**src/rtl/stm_pkg.sv**
```systemverilog
/*
 * Shared constants and types of the compare-match timer: register map,
 * control field layout, operating mode and output action codes.
 * Assumes an 8-bit register port with a 4-bit address.
 */
package stcm_pkg;

    ////////////////////////////////////////////////////////////////////////
    // Register map.
    localparam logic [3:0] ADDR_CNT_LO = 4'h0;
    localparam logic [3:0] ADDR_CNT_HI = 4'h1;
    localparam logic [3:0] ADDR_CMPA_LO = 4'h2;
    localparam logic [3:0] ADDR_CMPA_HI = 4'h3;
    localparam logic [3:0] ADDR_CMPP = 4'h4;
    localparam logic [3:0] ADDR_RUN = 4'h5;
    localparam logic [3:0] ADDR_CTRL = 4'h6;
    localparam logic [3:0] ADDR_FLAGS = 4'h7;

    ////////////////////////////////////////////////////////////////////////
    // Field positions and reset values.
    localparam int RUN_BIT = 0;
    localparam int FLAG_A_BIT = 0;
    localparam int FLAG_P_BIT = 1;
    localparam logic [7:0] RST_BYTE = 8'h00;
    localparam logic [15:0] RST_WORD = 16'h0000;
    localparam logic [7:0] P_LOW_BYTE = 8'h00;
    localparam logic [15:0] CNT_STEP = 16'h0001;
    localparam int TICK_DIV_DEF = 1;

    ////////////////////////////////////////////////////////////////////////
    // Modes, output actions and the control register layout.
    typedef enum logic [1:0] {
        MODE_CMP = 2'b00,
        MODE_RSV = 2'b01,
        MODE_PWM = 2'b10,
        MODE_TC = 2'b11
    } stcm_mode_type;

    typedef enum logic [1:0] {
        ACT_HOLD = 2'b00,
        ACT_LOW = 2'b01,
        ACT_HIGH = 2'b10,
        ACT_TOGGLE = 2'b11
    } stcm_act_type;

    // Bits 7:6 mode, 5:4 action, 3 initial level, 2 invert, 0 clear select.
    typedef struct packed {
        stcm_mode_type mode;
        stcm_act_type act;
        logic init_level;
        logic invert;
        logic spare;
        logic clr_sel;
    } stcm_ctrl_type;

    localparam stcm_ctrl_type CTRL_RST = '{MODE_CMP, ACT_HOLD, 1'b0, 1'b0,
        1'b0, 1'b0};

    typedef struct packed {
        logic [3:0] addr;
        logic [7:0] wdata;
        logic wr;
        logic rd;
    } stcm_bus_type;

endpackage : stcm_pkg

```
**src/rtl/stm_timer.sv**
```systemverilog
/*
 * Compare-match timer: 16-bit up counter, compare A and compare P,
 * match flags and output pin actions, plus an 8-bit register port.
 * Assumes a synchronous register master that uses one-cycle strobes.
 */
`timescale 1ns/1ps

module stcm_timer #(
    parameter int TICK_DIV = stcm_pkg::TICK_DIV_DEF
) (
    // Clock and reset.
    input wire logic clk_i,
    input wire logic sys_rst_i,
    // Register port.
    input wire stcm_pkg::stcm_bus_type bus_i,
    output logic [7:0] rdata_o,
    // Output pin.
    output logic timer_pin_o,
    output logic timer_pin_oe_n_o,
    // Status.
    output logic compare_a_flag_o,
    output logic compare_p_flag_o
);

    ////////////////////////////////////////////////////////////////////////
    // State.
    logic [15:0] count;
    logic [15:0] next_count;
    logic [15:0] compare_a_value;
    logic [15:0] next_compare_a_value;
    logic [7:0] compare_p_value;
    logic [7:0] next_compare_p_value;
    stcm_pkg::stcm_ctrl_type ctrl;
    stcm_pkg::stcm_ctrl_type next_ctrl;
    logic timer_run;
    logic next_timer_run;
    logic run_q;
    logic next_run_q;
    logic flag_a;
    logic next_flag_a;
    logic flag_p;
    logic next_flag_p;
    logic out_level;
    logic next_out_level;
    logic pin;
    logic next_pin;
    logic pin_oe_n;
    logic next_pin_oe_n;
    logic [7:0] rdata;
    logic [7:0] next_rdata;
    logic [15:0] div_cnt;
    logic [15:0] next_div_cnt;

    logic tick;
    logic run_rise;
    logic step;
    logic cmp_mode;
    logic a_hit;
    logic p_hit;
    logic a_set;
    logic p_set;
    logic clr_now;

    ////////////////////////////////////////////////////////////////////////
    // Helpers.
    function automatic logic is_wr(input stcm_pkg::stcm_bus_type b,
                                   input logic [3:0] a);
        is_wr = b.wr && (b.addr == a);
    endfunction : is_wr

    ////////////////////////////////////////////////////////////////////////
    // Match decode.
    always_comb begin
        tick = (div_cnt == 16'(TICK_DIV - 1));
        run_rise = timer_run && !run_q;
        step = timer_run && tick && !run_rise;
        cmp_mode = (ctrl.mode == stcm_pkg::MODE_CMP) ||
                   (ctrl.mode == stcm_pkg::MODE_TC);
        // The P match fires on the last count before the high byte reaches
        // the programmed value, so a value of zero lands on FFFF.
        p_hit = ((count + stcm_pkg::CNT_STEP) ==
                 {compare_p_value, stcm_pkg::P_LOW_BYTE});
        a_hit = (count == compare_a_value) &&
                (compare_a_value != stcm_pkg::RST_WORD);
        a_set = step && cmp_mode && a_hit;
        p_set = step && cmp_mode && !ctrl.clr_sel && p_hit;
        // Outside the compare modes the counter simply wraps.
        clr_now = cmp_mode && (ctrl.clr_sel ? a_hit : p_hit);
    end

    ////////////////////////////////////////////////////////////////////////
    // Divider and counter.
    always_comb begin
        next_div_cnt = tick ? stcm_pkg::RST_WORD : div_cnt + 16'h0001;
        next_run_q = timer_run;
        next_count = count;
        if (run_rise) begin
            next_count = stcm_pkg::RST_WORD;
        end else if (step) begin
            next_count = clr_now ? stcm_pkg::RST_WORD :
                         count + stcm_pkg::CNT_STEP;
        end
    end

    always_ff @(posedge clk_i or posedge sys_rst_i) begin
        if (sys_rst_i) begin
            div_cnt <= stcm_pkg::RST_WORD;
            run_q <= 1'b0;
            count <= stcm_pkg::RST_WORD;
        end else begin
            div_cnt <= next_div_cnt;
            run_q <= next_run_q;
            count <= next_count;
        end
    end

    ////////////////////////////////////////////////////////////////////////
    // Software registers and flags.
    always_comb begin
        next_compare_a_value = compare_a_value;
        next_compare_p_value = compare_p_value;
        next_ctrl = ctrl;
        next_timer_run = timer_run;
        next_flag_a = flag_a;
        next_flag_p = flag_p;
        if (is_wr(bus_i, stcm_pkg::ADDR_CMPA_LO)) begin
            next_compare_a_value[7:0] = bus_i.wdata;
        end
        if (is_wr(bus_i, stcm_pkg::ADDR_CMPA_HI)) begin
            next_compare_a_value[15:8] = bus_i.wdata;
        end
        if (is_wr(bus_i, stcm_pkg::ADDR_CMPP)) begin
            next_compare_p_value = bus_i.wdata;
        end
        if (is_wr(bus_i, stcm_pkg::ADDR_RUN)) begin
            next_timer_run = bus_i.wdata[stcm_pkg::RUN_BIT];
        end
        if (is_wr(bus_i, stcm_pkg::ADDR_CTRL)) begin
            next_ctrl = stcm_pkg::stcm_ctrl_type'(bus_i.wdata);
        end
        // Write one to clear; a match in the same cycle keeps the flag.
        if (is_wr(bus_i, stcm_pkg::ADDR_FLAGS)) begin
            next_flag_a = flag_a && !bus_i.wdata[stcm_pkg::FLAG_A_BIT];
            next_flag_p = flag_p && !bus_i.wdata[stcm_pkg::FLAG_P_BIT];
        end
        if (a_set) begin
            next_flag_a = 1'b1;
        end
        if (p_set) begin
            next_flag_p = 1'b1;
        end
    end

    always_ff @(posedge clk_i or posedge sys_rst_i) begin
        if (sys_rst_i) begin
            compare_a_value <= stcm_pkg::RST_WORD;
            compare_p_value <= stcm_pkg::RST_BYTE;
            ctrl <= stcm_pkg::CTRL_RST;
            timer_run <= 1'b0;
            flag_a <= 1'b0;
            flag_p <= 1'b0;
        end else begin
            compare_a_value <= next_compare_a_value;
            compare_p_value <= next_compare_p_value;
            ctrl <= next_ctrl;
            timer_run <= next_timer_run;
            flag_a <= next_flag_a;
            flag_p <= next_flag_p;
        end
    end

    ////////////////////////////////////////////////////////////////////////
    // Output level and pin.
    always_comb begin
        next_out_level = out_level;
        if (run_rise) begin
            next_out_level = ctrl.init_level;
        end else if (a_set && ctrl.mode == stcm_pkg::MODE_CMP) begin
            unique case (ctrl.act)
                stcm_pkg::ACT_HOLD: next_out_level = out_level;
                stcm_pkg::ACT_LOW: next_out_level = 1'b0;
                stcm_pkg::ACT_HIGH: next_out_level = 1'b1;
                stcm_pkg::ACT_TOGGLE: next_out_level = !out_level;
            endcase
        end
        // The pin is released in every mode but compare mode so it can serve as
        // general I/O; the invert bit then has nothing to act on.
        next_pin_oe_n = (ctrl.mode != stcm_pkg::MODE_CMP);
        next_pin = next_pin_oe_n ? 1'b0 :
                   next_out_level ^ ctrl.invert;
    end

    always_ff @(posedge clk_i or posedge sys_rst_i) begin
        if (sys_rst_i) begin
            out_level <= 1'b0;
            pin <= 1'b0;
            pin_oe_n <= 1'b0;
        end else begin
            out_level <= next_out_level;
            pin <= next_pin;
            pin_oe_n <= next_pin_oe_n;
        end
    end

    ////////////////////////////////////////////////////////////////////////
    // Read port: data stands only in the cycle after the strobe.
    always_comb begin
        next_rdata = stcm_pkg::RST_BYTE;
        if (bus_i.rd) begin
            unique case (bus_i.addr)
                stcm_pkg::ADDR_CNT_LO: next_rdata = count[7:0];
                stcm_pkg::ADDR_CNT_HI: next_rdata = count[15:8];
                stcm_pkg::ADDR_CMPA_LO: next_rdata = compare_a_value[7:0];
                stcm_pkg::ADDR_CMPA_HI: next_rdata = compare_a_value[15:8];
                stcm_pkg::ADDR_CMPP: next_rdata = compare_p_value;
                stcm_pkg::ADDR_RUN: next_rdata = {7'h00, timer_run};
                stcm_pkg::ADDR_CTRL: next_rdata = 8'(ctrl);
                stcm_pkg::ADDR_FLAGS: next_rdata = {6'h00, flag_p, flag_a};
                default: next_rdata = stcm_pkg::RST_BYTE;
            endcase
        end
    end

    always_ff @(posedge clk_i or posedge sys_rst_i) begin
        if (sys_rst_i) begin
            rdata <= stcm_pkg::RST_BYTE;
        end else begin
            rdata <= next_rdata;
        end
    end

    assign rdata_o = rdata;
    assign timer_pin_o = pin;
    assign timer_pin_oe_n_o = pin_oe_n;
    assign compare_a_flag_o = flag_a;
    assign compare_p_flag_o = flag_p;

    ////////////////////////////////////////////////////////////////////////
    // Checks.
    property p_clear_on_p;
        @(posedge clk_i) disable iff (sys_rst_i)
        (step && cmp_mode && !ctrl.clr_sel && p_hit) |=> (count == 16'h0000);
    endproperty
    a_clear_on_p: assert property (p_clear_on_p)
        else $error("Counter not cleared on compare P match.");

    property p_clear_on_a;
        @(posedge clk_i) disable iff (sys_rst_i)
        (step && cmp_mode && ctrl.clr_sel && a_hit) |=>
            (count == 16'h0000 && flag_a);
    endproperty
    a_clear_on_a: assert property (p_clear_on_a)
        else $error("Counter or A flag wrong on compare A match.");

    property p_no_p_flag_csel;
        @(posedge clk_i) disable iff (sys_rst_i)
        (ctrl.clr_sel && !flag_p && !is_wr(bus_i, stcm_pkg::ADDR_CTRL)) |=>
            !flag_p;
    endproperty
    a_no_p_flag_csel: assert property (p_no_p_flag_csel)
        else $error("Compare P flag rose with clear select high.");

    property p_no_a_flag_zero;
        @(posedge clk_i) disable iff (sys_rst_i)
        (compare_a_value == 16'h0000 && !flag_a) |=> !flag_a;
    endproperty
    a_no_a_flag_zero: assert property (p_no_a_flag_zero)
        else $error("Compare A flag rose with compare A zero.");

    property p_overflow_p_zero;
        @(posedge clk_i) disable iff (sys_rst_i)
        (step && compare_p_value == 8'h00 && count == 16'hFFFF) |=>
            (count == 16'h0000);
    endproperty
    a_overflow_p_zero: assert property (p_overflow_p_zero)
        else $error("Counter did not wrap at FFFF.");

    property p_pin_cause;
        @(posedge clk_i) disable iff (sys_rst_i)
        !$stable(out_level) |-> $past(a_set) || $past(run_rise);
    endproperty
    a_pin_cause: assert property (p_pin_cause)
        else $error("Output level changed without an A match or start.");

    property p_toggle;
        @(posedge clk_i) disable iff (sys_rst_i)
        (a_set && !run_rise && ctrl.mode == stcm_pkg::MODE_CMP &&
         ctrl.act == stcm_pkg::ACT_TOGGLE) |=> (out_level != $past(out_level));
    endproperty
    a_toggle: assert property (p_toggle)
        else $error("Output did not toggle on compare A match.");

    property p_hold;
        @(posedge clk_i) disable iff (sys_rst_i)
        (a_set && !run_rise && ctrl.act == stcm_pkg::ACT_HOLD) |=>
            $stable(out_level);
    endproperty
    a_hold: assert property (p_hold)
        else $error("Output moved with action zero.");

    property p_start_level;
        @(posedge clk_i) disable iff (sys_rst_i)
        run_rise |=> (out_level == $past(ctrl.init_level)) &&
                     (count == 16'h0000);
    endproperty
    a_start_level: assert property (p_start_level)
        else $error("Start did not load the initial output level.");

    property p_pin_invert;
        @(posedge clk_i) disable iff (sys_rst_i)
        (ctrl.mode == stcm_pkg::MODE_CMP && $stable(ctrl)) |=>
            (timer_pin_o == (out_level ^ $past(ctrl.invert))) &&
            !timer_pin_oe_n_o;
    endproperty
    a_pin_invert: assert property (p_pin_invert)
        else $error("Pin level does not follow output level and invert.");

    property p_read_count;
        @(posedge clk_i) disable iff (sys_rst_i)
        (bus_i.rd && bus_i.addr == stcm_pkg::ADDR_CNT_HI) |=>
            (rdata_o == $past(count[15:8]));
    endproperty
    a_read_count: assert property (p_read_count)
        else $error("Counter high byte read back wrong.");

endmodule : stcm_timer

```
**config.mk**
```make
export PLATFORM = sky130hd
export DESIGN_NAME = stcm_timer
export DESIGN_NICKNAME = d
export VERILOG_FILES = /design/src/rtl/stm_pkg.sv /design/src/rtl/stm_timer.sv
export SDC_FILE = /design/constraint.sdc
export NUM_CORES = 1
export LEC_CHECK = 0
export CAP_MARGIN = 25
export CORE_UTILIZATION = 55
export CTS_BUF_LIST = sky130_fd_sc_hd__clkbuf_8
export CTS_CLUSTER_SIZE = 16
export DETAILED_ROUTE_END_ITERATION = 6
export DONT_BUFFER_PORTS = 1
export GPL_TIMING_DRIVEN = 0
export HOLD_SLACK_MARGIN = 0.05
export PLACE_DENSITY = 0.81
export SYNTH_ARGS = -nofsm -noshare
export SYNTH_HDL_FRONTEND = slang
export SYNTH_SLANG_ARGS = --single-unit
```
**constraint.sdc**
```tcl
create_clock -name clk_i -period 3 [get_ports clk_i]
set_input_delay 0.45 -clock clk_i [delete_from_list [all_inputs] [get_ports clk_i]]
set_output_delay 0.45 -clock clk_i [all_outputs]
set_load 0.02 [all_outputs]
```
==> impl_metrics.tcl <==
set metrics [dict create \
    outcome "complete, no violations" \
    worst_clock_skew_ns 0.008571 \
    static_leakage_power_nw 2.153 \
    tritoncts_clock_tree "done" \
    fillerInstances 648 \
    root_buffer "clkbuf_8" \
    drt-wirelength-per-cell_um 19.36 \
    detailroute.via_count 3468 \
    sequential_cell_area_um2 1977 \
    die-width_um 92.15 \
    drt_iter0_drc 370 \
    rsz0062_at_grt "false" \
    synthArstFlopShare 1.000 \
    most_frequent_cells_in_the_layout "dfrtp_1, mux2_2, nand2_1" \
    netlist_area_um2 4469 \
    tns_ns 0 \
    grt_util_all_layers 0.2701 \
    synthesis.area_per_instance_um2 10.49 \
    clock_insertion_delay_worst_skew_ns 0.36 \
    worstMarginPinSlew_ns 0.6456 \
    power_switching_w 0.0009227 \
    htreeDepth 3 \
    crit_path_max_fanout 7 \
    cp_data_arrival_time_ns 3.00 \
    dieHeight_um 92.15 \
    synth.yosys.seq_area_share 0.4423 \
    route.detailed.vias_per_inst 6.363 \
    drive_gt1_frac 0.1874 \
    globalRoute.totalOverflow 0 \
    synthesis.nets 446 \
    min_period_over_period 0.9038 \
    multiInputGateArea_um2 2305 \
    yosys_most_used_dff "dfrtp_1" \
    cellInternalPower_w 0.002043 \
    combinationalPowerShare 0.196 \
    worst_setup_path_end_kind "register" \
    crit_type "register to register" \
    gpl_wtd_cong 0.9634 \
    drc_errors 0 \
    power_density_nw_per_um2 608.0 \
    setup_violations 0 \
    total_power_w 0.002966 \
    drv.max_cap_violation_count 0 \
    slew_violations 0 \
    vdd_drop_max_uv 461.5 \
    detailedRoute.firstPassIterationCount 5 \
    timing.hold.ws_ns 0.2294 \
    dp_worst_setup_slack_ns 0.2349 \
    max-clock-path-buffers 2 \
    worst_slack_ns 0.2886 \
    cts_made_buffers 9 \
    hold_path.class "input port to register" \
    netlist-cell-type-count 56 \
    post_synth_edffs 0 \
    placement_rows 32 \
    grt_pass1_wl_mm 17.51 \
    worst_setup_path_start_kind "register" \
    power.clock.fraction 0.320 \
    required_ns 3.28 \
    port-buffer-count 0 \
    clock-sinks 79 \
    die-area_um2 8491 \
    max_clk_rate_mhz 368.8 \
    postSynthCellCount 426 \
    finalWorstPathRequiredPeriod_ns 2.711 \
    route.antenna.remaining_nets 0 \
    antenna_found_initial 0 \
    grt_start_max_net_pins 52 \
    clkSlewWorstSetupHoldPaths_ns 0.08 \
    seq_power_share 0.484 \
    yosys_register_bits 79 \
    totalWireLength_mm 10.55 \
    ys_warn_count 0 \
    area_delta_synth_final_pct 9.155 \
    net_switching_share_of_the_total_power 0.3111 \
    start_util 0.5724 \
    antennaDiodeCount 0 \
    max_slew_margin 0.5650 \
    layout_commonest_cell "dfrtp_1" \
    grt_pass1_vias 3488 \
    num_ports 28 \
    design.final.nets 459 \
    dp_wirelength_mm 7.578 \
    report.final.hold_viol_count 0 \
    core-area_um2 7807 \
]
## sequential cells by signal, summed over array words and instances (netlist names)
register,count
compare_a_flag_o,1
timer_pin_oe_n_o,1
out_level,1
div_cnt,16
compare_p_value,8
timer_pin_o,1
compare_a_value,16
run_q,1
next_run_q,1
compare_p_flag_o,1
rdata_o,8
count,16
ctrl,8
## cells by family (layout without fill, tap and decap cells)
family                     Yosys count  in the layout  share of synthesized area
and+or+nand+nor                    145            145                     0.1848
DFF                                 79             79                     0.4423
AOI/OAI and AO/OA                   71             71                     0.1162
muxes                               46             46                     0.1142
xor gates and xnor gates            44             44                    0.08791
buffers and inverters               37             54                    0.04339
adders and majority gates            4              4                    0.01120
## per-layer routing
layer / track usage / vias to the layer above / part of all wire
met3: 0.05804 / 27 / 0.072
met5: 0 / - / 0
met1: 0.3548 / 1726 / 0.43
met4: 0.1237 / 0 / 0.027
met2: 0.4272 / 146 / 0.47
li1: - / 1569 / -
## final timing paths
check,start,cells after the start,slack [ns],end
setup / recovery,div_cnt[0]$_DFF_PP0_,10,0.29,timer_pin_o$_DFF_PP0_
hold / removal,bus_i[4],1,0.23,compare_a_value[10]$_DFFE_PP0P_
setup reg to reg,div_cnt[0]$_DFF_PP0_,10,0.29,timer_pin_o$_DFF_PP0_
hold reg to reg,div_cnt[15]$_DFF_PP0_,1,0.48,div_cnt[15]$_DFF_PP0_
max in group asynchronous,sys_rst_i,3,1.87,count[13]$_DFFE_PP0P_
min in group asynchronous,sys_rst_i,2,0.55,compare_a_value[10]$_DFFE_PP0P_
## power groups by stage
stage	registers [W]	clock network [W]	logic [W]
floorplan	0.00137	0	0.000470
CTS	0.00143	0.000958	0.000575
detailed placement	0.00144	0	0.000570
global route	0.00145	0.000992	0.000645
global placement	0.00144	0	0.000545
finish	0.00144	0.000949	0.000582
## repair_timing
action | in CTS | in global routing
resized for setup | 0 | 3
setup endpoints to repair | 0 | 9
hold buffers | 1 | 0
setup buffers | 0 | 0
endpoints found under the hold margin | 28 | 0
## worst max-delay path, cell delays in order (launching register included)
cell and delay [ns]:
dfrtp_1 0.44, inv_1 0.09, ha_1 0.15, nor4b_1 0.23, and4_1 0.22, clkbuf_1 0.26
nand4b_1 0.22, nor4_2 0.28, a21oi_1 0.12, o31ai_1 0.36, mux2i_1 0.25
## cell type report
| cell class | count | share of cell area |
|---|---|---|
| clock buffers | 9 | 0.02539 |
| plain buffers | 27 | 0.03232 |
| repair buffers | 2 | 0.007694 |
| multi-input cells | 310 | 0.4724 |
| inverters | 10 | 0.008207 |
| flip-flops and latches | 79 | 0.4052 |
| clock inverters | 6 | 0.02257 |
| well taps | 102 | 0.02616 |
## through the flow
| step | instances | util | area, um^2 |
|---|---|---|---|
| after floorplan | 426 | - | 4469 |
| after global placement | 528 | 0.5888 | 4597 |
| after detailed placement | 529 | 0.5926 | 4627 |
| after CTS | 545 | 0.6239 | 4871 |
| after global routing | 545 | 0.6248 | 4878 |
| final | 545 | 0.6248 | 4878 |
## Yosys cell counts (2+ instances only)
| library cell | count | area share |
|---|---|---|
| o21ai_0 | 7 | 0.0078 |
| buf_4 | 5 | 0.0084 |
| ha_1 | 4 | 0.011 |
| nor2b_1 | 8 | 0.011 |
| inv_1 | 10 | 0.0084 |
| nand4_1 | 4 | 0.0056 |
| buf_6 | 4 | 0.010 |
| nand4_4 | 2 | 0.0095 |
| nor2_1 | 21 | 0.018 |
| nand3b_1 | 4 | 0.0067 |
| xor2_1 | 23 | 0.045 |
| mux2i_1 | 6 | 0.013 |
| buf_1 | 2 | 0.0017 |
| nor4_2 | 2 | 0.0056 |
| nor4_1 | 11 | 0.015 |
| buf_2 | 5 | 0.0056 |
| nor4b_1 | 2 | 0.0039 |
| and3b_1 | 2 | 0.0039 |
| nand4b_1 | 4 | 0.0078 |
| a211oi_1 | 2 | 0.0034 |
| mux2_2 | 40 | 0.10 |
| nor3_1 | 5 | 0.0056 |
| a22o_1 | 8 | 0.016 |
| a21oi_1 | 13 | 0.015 |
| xnor2_1 | 20 | 0.039 |
| clkbuf_1 | 11 | 0.0092 |
| nand2b_1 | 8 | 0.011 |
| a31oi_1 | 18 | 0.025 |
| and3_1 | 10 | 0.014 |
| and2_1 | 2 | 0.0028 |
| o21ai_1 | 2 | 0.0022 |
| a21o_1 | 2 | 0.0034 |
| and4_1 | 2 | 0.0039 |
| nand2_1 | 32 | 0.027 |
| a222oi_1 | 3 | 0.0067 |
| a2111oi_0 | 3 | 0.0059 |
| nand3_1 | 22 | 0.025 |
| dfrtp_1 | 79 | 0.44 |
No activity file was read; power rests on OpenSTA's default activity.
